--- config.mk ---
export PLATFORM = sky130hd
export DESIGN_NAME = cmp_pin_route
export DESIGN_NICKNAME = d
export VERILOG_FILES = /design/src/rtl/cmp_pin_pkg.sv /design/src/rtl/cmp_pin_route.sv /design/src/rtl/pin_out_mux.sv /design/src/rtl/port_read_mask.sv
export VERILOG_INCLUDE_DIRS = /design/src /design/src/rtl
export SDC_FILE = /design/constraint.sdc
export NUM_CORES = 1
export LEC_CHECK = 0
export BUFFER_PORTS_ARGS = -buffer_cell sky130_fd_sc_hd__buf_2
export CAP_MARGIN = 20
export CORE_MARGIN = 10
export CORE_UTILIZATION = 42
export CTS_CLUSTER_DIAMETER = 80
export DETAILED_ROUTE_END_ITERATION = 10
export PLACE_DENSITY_LB_ADDON = 0.25
export SKIP_CTS_REPAIR_TIMING = 1
export SLEW_MARGIN = 20
export SYNTH_ARGS = -nofsm -noshare
export SYNTH_HDL_FRONTEND = slang
export SYNTH_SLANG_ARGS = --single-unit
--- constraint.sdc ---
create_clock -name CORE_CLK -period 3 [get_ports CORE_CLK]
set_clock_uncertainty 0.15 [all_clocks]
set_input_delay 0.45 -clock CORE_CLK [delete_from_list [all_inputs] [get_ports CORE_CLK]]
set_output_delay 0.45 -clock CORE_CLK [all_outputs]
set_load 0.01 [all_outputs]
--- src/rtl/cmp_pin_defines.svh ---
`ifndef CMP_PIN_DEFINES_SVH
`define CMP_PIN_DEFINES_SVH

// register indices; byte address is four times the index
`define IDX_W 10
`define IDX_PIN_DIR_A 10'h085
`define IDX_PORT_A 10'h005
`define IDX_CMP_CTRL 10'h01f
`define IDX_ANALOG_A 10'h09f

// widths
`define PIN_N 5
`define REG_W 8
`define BUS_W 32
`define MODE_W 3

// pin positions of the routed comparator outputs
`define PIN_A3 3
`define PIN_A4 4

// comparator control field positions
`define CMP_MODE_LSB 0
`define CMP_MODE_MSB 2
`define CMP_RES1_BIT 6
`define CMP_RES2_BIT 7

// comparator mode that routes results onto the pins
`define MODE_PIN_ROUTED 3'h6

// reset values
`define PIN_DIR_RST 5'h1f
`define PORT_LATCH_RST 5'h00
`define CMP_MODE_RST 3'h0
`define ANALOG_RST 5'h00
`define REG_ZERO 8'h00
`define BUS_ZERO 32'h00000000

`endif

--- src/rtl/cmp_pin_pkg.sv ---
package cmp_pin_pkg;

   // register selected by a bus address
   typedef enum {
      SEL_NONE,
      SEL_PIN_DIR,
      SEL_PORT,
      SEL_CMP_CTRL,
      SEL_ANALOG
   } reg_sel_e;

   typedef logic [4:0] pin_vec_t;
   typedef logic [2:0] cmp_mode_t;
   typedef logic [7:0] reg_byte_t;

endpackage

--- src/rtl/cmp_pin_route.sv ---
// Overview of operation
// - comparator results readable, writes to them ignored
// - mode 110 routes comparators onto pin_a3, pin_a4
// - routed pin path has no flop
// - direction bits still gate routed pin drivers
// - analog pins read zero on port read
// - direction bits 4:0, upper zero, reset ones
//
// The Wishbone slave port was decided locally.
`timescale 1ns/1ns
`default_nettype none

`include "cmp_pin_defines.svh"

module cmp_pin_route (
   // clock and reset
   input wire logic CORE_CLK,
   input wire logic RESETN,

   // wishbone slave
   input wire logic WB_CYC_I,
   input wire logic WB_STB_I,
   input wire logic WB_WE_I,
   input wire logic [31:0] WB_ADR_I,
   input wire logic [3:0] WB_SEL_I,
   input wire logic [`BUS_W-1:0] WB_DAT_I,
   output logic [`BUS_W-1:0] WB_DAT_O,
   output logic WB_ACK_O,

   // comparator results
   input wire logic CMP1_RES,
   input wire logic CMP2_RES,

   // port pins
   input wire logic [`PIN_N-1:0] PIN_A_IN,
   output logic [`PIN_N-1:0] PIN_A_OUT,
   output logic [`PIN_N-1:0] PIN_A_OE_N
);

   // register decode, used for both read and write paths
   function automatic cmp_pin_pkg::reg_sel_e decode(input logic [`IDX_W-1:0] idx);
      cmp_pin_pkg::reg_sel_e sel;
      sel = cmp_pin_pkg::SEL_NONE;
      case (idx)
         `IDX_PIN_DIR_A: begin
            sel = cmp_pin_pkg::SEL_PIN_DIR;
         end
         `IDX_PORT_A: begin
            sel = cmp_pin_pkg::SEL_PORT;
         end
         `IDX_CMP_CTRL: begin
            sel = cmp_pin_pkg::SEL_CMP_CTRL;
         end
         `IDX_ANALOG_A: begin
            sel = cmp_pin_pkg::SEL_ANALOG;
         end
         default: begin
            sel = cmp_pin_pkg::SEL_NONE;
         end
      endcase
      return sel;
   endfunction

   // register state
   cmp_pin_pkg::pin_vec_t dir_q;
   cmp_pin_pkg::pin_vec_t dir_d;
   cmp_pin_pkg::pin_vec_t latch_q;
   cmp_pin_pkg::pin_vec_t latch_d;
   cmp_pin_pkg::cmp_mode_t mode_q;
   cmp_pin_pkg::cmp_mode_t mode_d;
   cmp_pin_pkg::pin_vec_t analog_q;
   cmp_pin_pkg::pin_vec_t analog_d;

   // bus state
   logic ack_q;
   logic ack_d;
   logic [`BUS_W-1:0] rdata_q;
   logic [`BUS_W-1:0] rdata_d;

   // bus decode
   wire logic [`IDX_W-1:0] idx;
   wire logic req;
   wire logic wr_en;
   wire logic rd_en;
   // an int-based enum is two-state and cannot be a net
   cmp_pin_pkg::reg_sel_e sel;
   wire logic wr_dir;
   wire logic wr_port;
   wire logic wr_cmp;
   wire logic wr_analog;
   wire cmp_pin_pkg::reg_byte_t wbyte;

   assign idx = WB_ADR_I[`IDX_W+1:2];
   assign req = WB_CYC_I & WB_STB_I & ~ack_q;
   // only byte lane 0 carries data; other lanes are ignored
   assign wr_en = req & WB_WE_I & WB_SEL_I[0];
   assign rd_en = req & ~WB_WE_I;
   assign sel = decode(idx);
   assign wr_dir = wr_en & (sel == cmp_pin_pkg::SEL_PIN_DIR);
   assign wr_port = wr_en & (sel == cmp_pin_pkg::SEL_PORT);
   assign wr_cmp = wr_en & (sel == cmp_pin_pkg::SEL_CMP_CTRL);
   assign wr_analog = wr_en & (sel == cmp_pin_pkg::SEL_ANALOG);
   assign wbyte = WB_DAT_I[`REG_W-1:0];

   // next register values
   assign dir_d = wr_dir ? wbyte[`PIN_N-1:0] : dir_q;
   assign latch_d = wr_port ? wbyte[`PIN_N-1:0] : latch_q;
   // result bits are not storage, so a write can only change the mode
   assign mode_d = wr_cmp ? wbyte[`CMP_MODE_MSB:`CMP_MODE_LSB] : mode_q;
   assign analog_d = wr_analog ? wbyte[`PIN_N-1:0] : analog_q;

   // read views
   wire cmp_pin_pkg::reg_byte_t dir_view;
   wire cmp_pin_pkg::reg_byte_t cmp_view;
   wire cmp_pin_pkg::reg_byte_t analog_view;
   wire cmp_pin_pkg::reg_byte_t port_view;
   wire cmp_pin_pkg::reg_byte_t read_byte;

   // bits 7:5 have no storage and read zero
   assign dir_view = {{(`REG_W-`PIN_N){1'b0}}, dir_q};
   assign analog_view = {{(`REG_W-`PIN_N){1'b0}}, analog_q};
   // live comparator levels, sampled only into read data
   assign cmp_view = {CMP2_RES, CMP1_RES, 3'h0, mode_q};

   port_read_mask u_port_mask (
      .pin_level(PIN_A_IN),
      .analog_sel(analog_q),
      .port_value(port_view)
   );

   assign read_byte = (sel == cmp_pin_pkg::SEL_PIN_DIR) ? dir_view :
                      (sel == cmp_pin_pkg::SEL_PORT) ? port_view :
                      (sel == cmp_pin_pkg::SEL_CMP_CTRL) ? cmp_view :
                      (sel == cmp_pin_pkg::SEL_ANALOG) ? analog_view :
                      `REG_ZERO;

   // a read only loads rdata; no register state depends on rd_en
   assign rdata_d = rd_en ? {{(`BUS_W-`REG_W){1'b0}}, read_byte} : rdata_q;
   // one ack per request, mapped or not; unmapped reads return zero
   assign ack_d = req;

   always_ff @(posedge CORE_CLK) begin
      if (!RESETN) begin
         dir_q <= `PIN_DIR_RST;
         latch_q <= `PORT_LATCH_RST;
         mode_q <= `CMP_MODE_RST;
         analog_q <= `ANALOG_RST;
      end else begin
         dir_q <= dir_d;
         latch_q <= latch_d;
         mode_q <= mode_d;
         analog_q <= analog_d;
      end
   end

   always_ff @(posedge CORE_CLK) begin
      if (!RESETN) begin
         ack_q <= 1'b0;
         rdata_q <= `BUS_ZERO;
      end else begin
         ack_q <= ack_d;
         rdata_q <= rdata_d;
      end
   end

   assign WB_ACK_O = ack_q;
   assign WB_DAT_O = rdata_q;

   // pin output path
   wire logic routed;

   assign routed = (mode_q == `MODE_PIN_ROUTED);

   // comparator results reach the pins combinationally; only that path skips a flop
   pin_out_mux u_out_mux (
      .routed(routed),
      .latch(latch_q),
      .cmp1_res(CMP1_RES),
      .cmp2_res(CMP2_RES),
      .pin_out(PIN_A_OUT)
   );

   // a set direction bit keeps the driver off in every mode, routed or not;
   // software must clear bits 4:3 itself before the comparators can show
   assign PIN_A_OE_N = dir_q;

endmodule

`default_nettype wire

--- src/rtl/pin_out_mux.sv ---
`timescale 1ns/1ns
`default_nettype none

`include "cmp_pin_defines.svh"

module pin_out_mux (
   // mode
   input wire logic routed,
   // sources
   input wire cmp_pin_pkg::pin_vec_t latch,
   input wire logic cmp1_res,
   input wire logic cmp2_res,
   // pin drive
   output logic [`PIN_N-1:0] pin_out
);

   // comparator results pass with no flop: the pin follows the comparator at once
   genvar i;
   generate
      for (i = 0; i < `PIN_N; i = i + 1) begin : g_pin
         if (i == `PIN_A3) begin : g_a3
            assign pin_out[i] = routed ? cmp1_res : latch[i];
         end else if (i == `PIN_A4) begin : g_a4
            assign pin_out[i] = routed ? cmp2_res : latch[i];
         end else begin : g_plain
            assign pin_out[i] = latch[i];
         end
      end
   endgenerate

endmodule

`default_nettype wire

--- src/rtl/port_read_mask.sv ---
`timescale 1ns/1ns
`default_nettype none

`include "cmp_pin_defines.svh"

module port_read_mask (
   // pin levels and analog selection
   input wire cmp_pin_pkg::pin_vec_t pin_level,
   input wire cmp_pin_pkg::pin_vec_t analog_sel,
   // masked value
   output cmp_pin_pkg::reg_byte_t port_value
);

   wire cmp_pin_pkg::pin_vec_t masked;

   genvar i;
   generate
      for (i = 0; i < `PIN_N; i = i + 1) begin : g_bit
         // analog pins read zero whatever level sits on them
         assign masked[i] = pin_level[i] & ~analog_sel[i];
      end
   endgenerate

   assign port_value = {{(`REG_W-`PIN_N){1'b0}}, masked};

endmodule

`default_nettype wire

== Word-level counts from Yosys, hierarchy flattened ==
Index checks and enable logic that the tools add are counted.
Widths: inputs -> output; s select.
Operators by class
  add/subtract/negate cells: 0
  multipliers: 0
  divide/modulo/power cells: 0
  order comparisons: 0
  equality and inequality tests: 9
  shift-type cells: 0
  mux-type cells: 7
  bitwise operators: 21
  reductions and logical operators: 0
Operators with widths (number)
  $eq 32x3->1 const B: 2
  $eq 32x2->1 const B: 1
  $eq 32x4->1 const B: 1
  $mux 8: 3
  $eq 10x8->1 const B: 2
  $and 1x1->1: 14
  $pmux 3 s4: 1
  $eq 10x3->1 const B: 1
  $eq 10x5->1 const B: 1
  $not 1->1: 7
  $mux 5: 1
  $eq 3x3->1 const B: 1
  $mux 1: 2
Storage, ports and cells
  register bits: 27
  latch bits: 0
  memory bits (writable): 0
  memory bits (read-only): 0
  bits of input ports: 80
  output and inout bits: 43
  logic and storage cells: 43
  memories kept: 0

== Longest topological paths before layout ==
  depth in word-level cells: 7
  gate-level depth with buffers: 5
  mapped depth without buffers: 4

== Hierarchy ==
Synthesis repeated with hierarchy kept, for this count alone.
Unflattened totals
  cell total of the unflattened synthesis: 185
  area total of the unflattened synthesis: 1642.8 um2
Modules (own cells, without submodules)
  cmp_pin_route: times used 1, cells each 171, area each 1502.7 um2, seq. area each 540.5 um2
  port_read_mask: times used 1, cells each 9, area each 95.1 um2, seq. area each 0.0 um2
  pin_out_mux: times used 1, cells each 5, area each 45.0 um2, seq. area each 0.0 um2

== Least setup slack after synthesis ==
OpenSTA, ideal clock, no wires.
  path kind: input to register
  start: input WB_ADR_I[10]
  end: register analog_q[0]
  library setup time: 0.072 ns
  data arrival time: 1.587 ns
  data required time: 2.778 ns
  path slack: 1.192 ns
  stages on the path: 5
  path buffers: 1
  cells stage by stage: nand4bb_1 > nor4_4 > and3_1 > buf_4 > mux2i_1
On the way
  longest elaborated chain between the ends: 4
  elaborated cells between the ends (all ways): 7
  those cells by class: eq/ne (5); mux (1); bitwise (1)
Ends and longest elaborated chain
  start, declared: RTL line cmp_pin_route.sv:24  | input wire logic [31:0] WB_ADR_I,
  $eq 10x8->1, or another cell as far along: RTL line cmp_pin_route.sv:44  | case (idx)
  $pmux 3 s4 *: RTL line cmp_pin_route.sv:44
  $eq 32x4->1 *: RTL line cmp_pin_route.sv:102  | assign wr_analog = wr_en & (sel == cmp_pin_pkg::SEL_ANALOG);
  $and 1x1->1 *: RTL line cmp_pin_route.sv:102
  end signal, assigned: RTL line cmp_pin_route.sv:147  | analog_q <= `ANALOG_RST;
  end signal, assigned: RTL line cmp_pin_route.sv:152  | analog_q <= analog_d;
  end, declared: RTL line cmp_pin_route.sv:71  | cmp_pin_pkg::pin_vec_t analog_q;
Mark *: on every way between the ends. The rest lies on a longest branch, timed or not.
A chain may end at the register's enable or synchronous reset.

== Final worst setup path ==
  start: register mode_q[0]
  end: output PIN_A_OUT[3]
On the way
  longest elaborated chain between the ends: 2
Ends and longest elaborated chain
  start, declared: RTL line cmp_pin_route.sv:69  | cmp_pin_pkg::cmp_mode_t mode_q;
  start signal, assigned: RTL line cmp_pin_route.sv:146  | mode_q <= `CMP_MODE_RST;
  start signal, assigned: RTL line cmp_pin_route.sv:151  | mode_q <= mode_d;
  $eq 3x3->1 (no source line)
  $mux 1: RTL line pin_out_mux.sv:22  | assign pin_out[i] = routed ? cmp1_res : latch[i];
  end, declared: RTL line cmp_pin_route.sv:36  | output logic [`PIN_N-1:0] PIN_A_OUT,
Every way passes these cells.

==> impl_metrics.ini <==
[clocking]
clock_latency_ns = 0.32
clock-sinks = 26
cts_buffers = 3
cts-root-buf = clkbuf_4
clkTransAtPathRegs_ns = 0.14
cts_tree = built
cts_max_level = 1
clockBufferDepth = 2

[sta]
finalWorstSetupSlack_ns = 1.066
rsz0062_at_grt = no
fin_tns_setup_ns = 0
max_slew_margin_pct = 63.22
period_needed_ns = 1.934
worstMarginPinSlew_ns = 0.5466
fmax_mhz = 517.0
finalHoldViolCount = 0
fin_crit_sh_pct = 64.48
finalSetupViolations = 0
slew_viol_final = 0

[pwr]
leakagePower_nw = 0.7703
pwr-share-seq_pct = 61.3
p_per_area_nw_per_um2 = 342.5
switching_share_pct = 26.33
p_clk_share_pct = 26.5
total_power_mw = 0.5652
peakVddDrop_v = 0.0001864
intPower_mw = 0.4164
power_frac_comb_pct = 12.2
power_switching_mw = 0.1488

[worst_setup_path]
required_ns = 2.40
end_kind = primary output
slowest_delay_ns = 0.37
path_class = flop to primary output
cp_cell_sequence = nand3b_1 -> mux2_2 -> buf_2
cp-start-kind = flop
cp_slowest_cell = dfxtp_1
cp_max_fo = 3
crit_arrival_ns = 1.33

[logic_synthesis]
synthDistinctLibCells = 38
synthFlopType = dfxtp_1
synth-edff-count = 0
synth_area_leaders = dfxtp_1, buf_4, mux2i_1
synth.cell_area_um2 = 1498
ys_ff_latch = 26
avgSynthCellArea_um2 = 8.558
synth-seq-area-share_pct = 34.75
synth_top_area_cell = dfxtp_1
synth_top_area_share_pct = 34.75
async_flop_share_pct = 0
syn_inst = 175
yosysWarnings = 0

[finish]
fillers = 345
multi_input_comb_area_um2 = 798.3
stdcell_count = 259
seq_area_um2 = 520.5
nets = 295
drive_gt1_share_pct = 28.17
area_growth_pct = 10.19
antennaDiodeCount = 0

[place]
gp_congestion = 0.8196
pre_cts_ws_ns = 0.8337
port_buffers = 45
place_inst = 256
hpwl_um = 3028

[global_route]
grt_max_degree = 29
gr-usage-met1_pct = 12.74
antenna_found_initial = 0
grt_pass1_wl_um = 5830
top_usage_layer = met2
grt-ovfl-total = 0
gr-usage-all-layers_pct = 11.15
grt_pass1_vias = 1246
gr-usage-met2_pct = 20.15
met3_usage_pct = 1.689

[status]
run_status = finished clean

[run]
max_cap_viol_count = 0

[routing]
wl_per_cell_um = 14.05
firstDrtPassIters = 4
drt_iter0_markers = 51
route.detailed.drc = 0
final_antenna_net_count = 0
drt-total-wl_um = 3640
routed-via-count = 1211
viasPerCell = 4.676

[die]
die_w_um = 79.72
rows = 21
die_h_um = 79.72
die_area_um2 = 6354
io_pins = 123
core_um2 = 3390
initial_utilization_pct = 44.19

[worst_hold_path]
hold_class = primary input to flop
==> layout by cell type, fill, tap and decap left out, types with 3 or more instances in the layout <==
cell type,netlist,layout
nand2_1,31,31
o31ai_1,4,4
conb_1,1,25
nand3_1,8,8
clkbuf_4,0,3
nor3_1,3,3
nor3b_2,4,4
o211ai_1,5,5
mux2i_1,13,13
nor2_1,7,7
and2_1,3,3
inv_1,5,5
dfxtp_1,26,26
a21oi_1,4,4
buf_2,2,45
nand2b_1,3,3
==> worst max-delay path: cells and delay by family, from the launching register on <==
family	cells	cell delay, ns
flip-flops	1	0.37
buffers and inverters	1	0.14
multiplexers	1	0.34
AND/OR/NAND/NOR	1	0.16
==> kinds of logic after synthesis <==
family | after synthesis | share of synthesized area (%)
AND/OR/NAND/NOR | 75 | 28.49
multiplexers | 15 | 10.19
buffers and inverters | 40 | 17.96
flip-flops | 26 | 34.75
AO/OA/AOI/OAI | 18 | 8.354
other | 1 | 0.2504
==> power groups by stage <==
| stage | combinational (mW) | clock, mW | sequential (mW) |
|---|---|---|---|
| after detailed placement | 0.0672 | 0 | 0.354 |
| after global placement | 0.0675 | 0 | 0.354 |
| after floorplan | 0.0627 | 0 | 0.354 |
| after global routing | 0.0759 | 0.169 | 0.347 |
| final | 0.0691 | 0.150 | 0.346 |
| after CTS | 0.0676 | 0.151 | 0.346 |
==> stage by stage <==
| step | util, % | hold slack, ns | cell area, um^2 |
|---|---|---|---|
| after global placement | 48.03 | 0.2810 | 1628 |
| after detailed placement | 48.03 | 0.2846 | 1628 |
| after CTS | 48.69 | 0.2329 | 1650 |
| after floorplan | - | 0.2847 | 1588 |
| after global routing | 48.69 | 0.2376 | 1650 |
| final | 48.69 | 0.2312 | 1650 |
==> sequential cells by signal (all words and copies together) (netlist names) <==
signal / cells
analog_q: 5
WB_DAT_O: 7
latch_q: 5
PIN_A_OE_N: 5
mode_q: 3
WB_ACK_O: 1
==> routing by layer <==
layer  wire (um)  vias to the layer above  part of all wire [%]
met5           0                        -                     0
met4          55                        0                   1.5
met3         195                        5                   5.4
met2        1901                       42                    52
met1        1487                      542                    41
li1            -                      622                     -
==> cells in the mapped netlist (2+ instances only) <==
master	count
nor3_1	3
nand3b_1	2
nand2b_1	3
mux2i_1	13
mux2_2	2
o211ai_1	5
nand3_1	8
dfxtp_1	26
buf_4	29
buf_2	2
a21oi_1	4
and2_1	3
inv_1	5
a21boi_0	2
o31ai_1	4
nor2_1	7
nor4_1	2
clkbuf_1	2
nand2_1	31
nor3b_2	4
==> final cells by class <==
class | count | area share, %
clock buffers | 3 | 1.365
multi-input cells | 133 | 48.37
inverters | 5 | 1.137
well taps | 46 | 3.487
repair buffers | 46 | 14.10
flip-flops and latches | 26 | 31.54
==> worst paths after layout <==
check	start	endpoint	slack, ns	cells after the start
max	mode_q[0]	PIN_A_OUT[3]	1.07	3
min	CMP2_RES	WB_DAT_O[7]	0.23	3
max reg2reg	WB_ACK_O	analog_q[3]	1.09	4
min reg2reg	WB_DAT_O[2]	WB_DAT_O[2]	0.31	2
(Power assumes the default switching activity.)
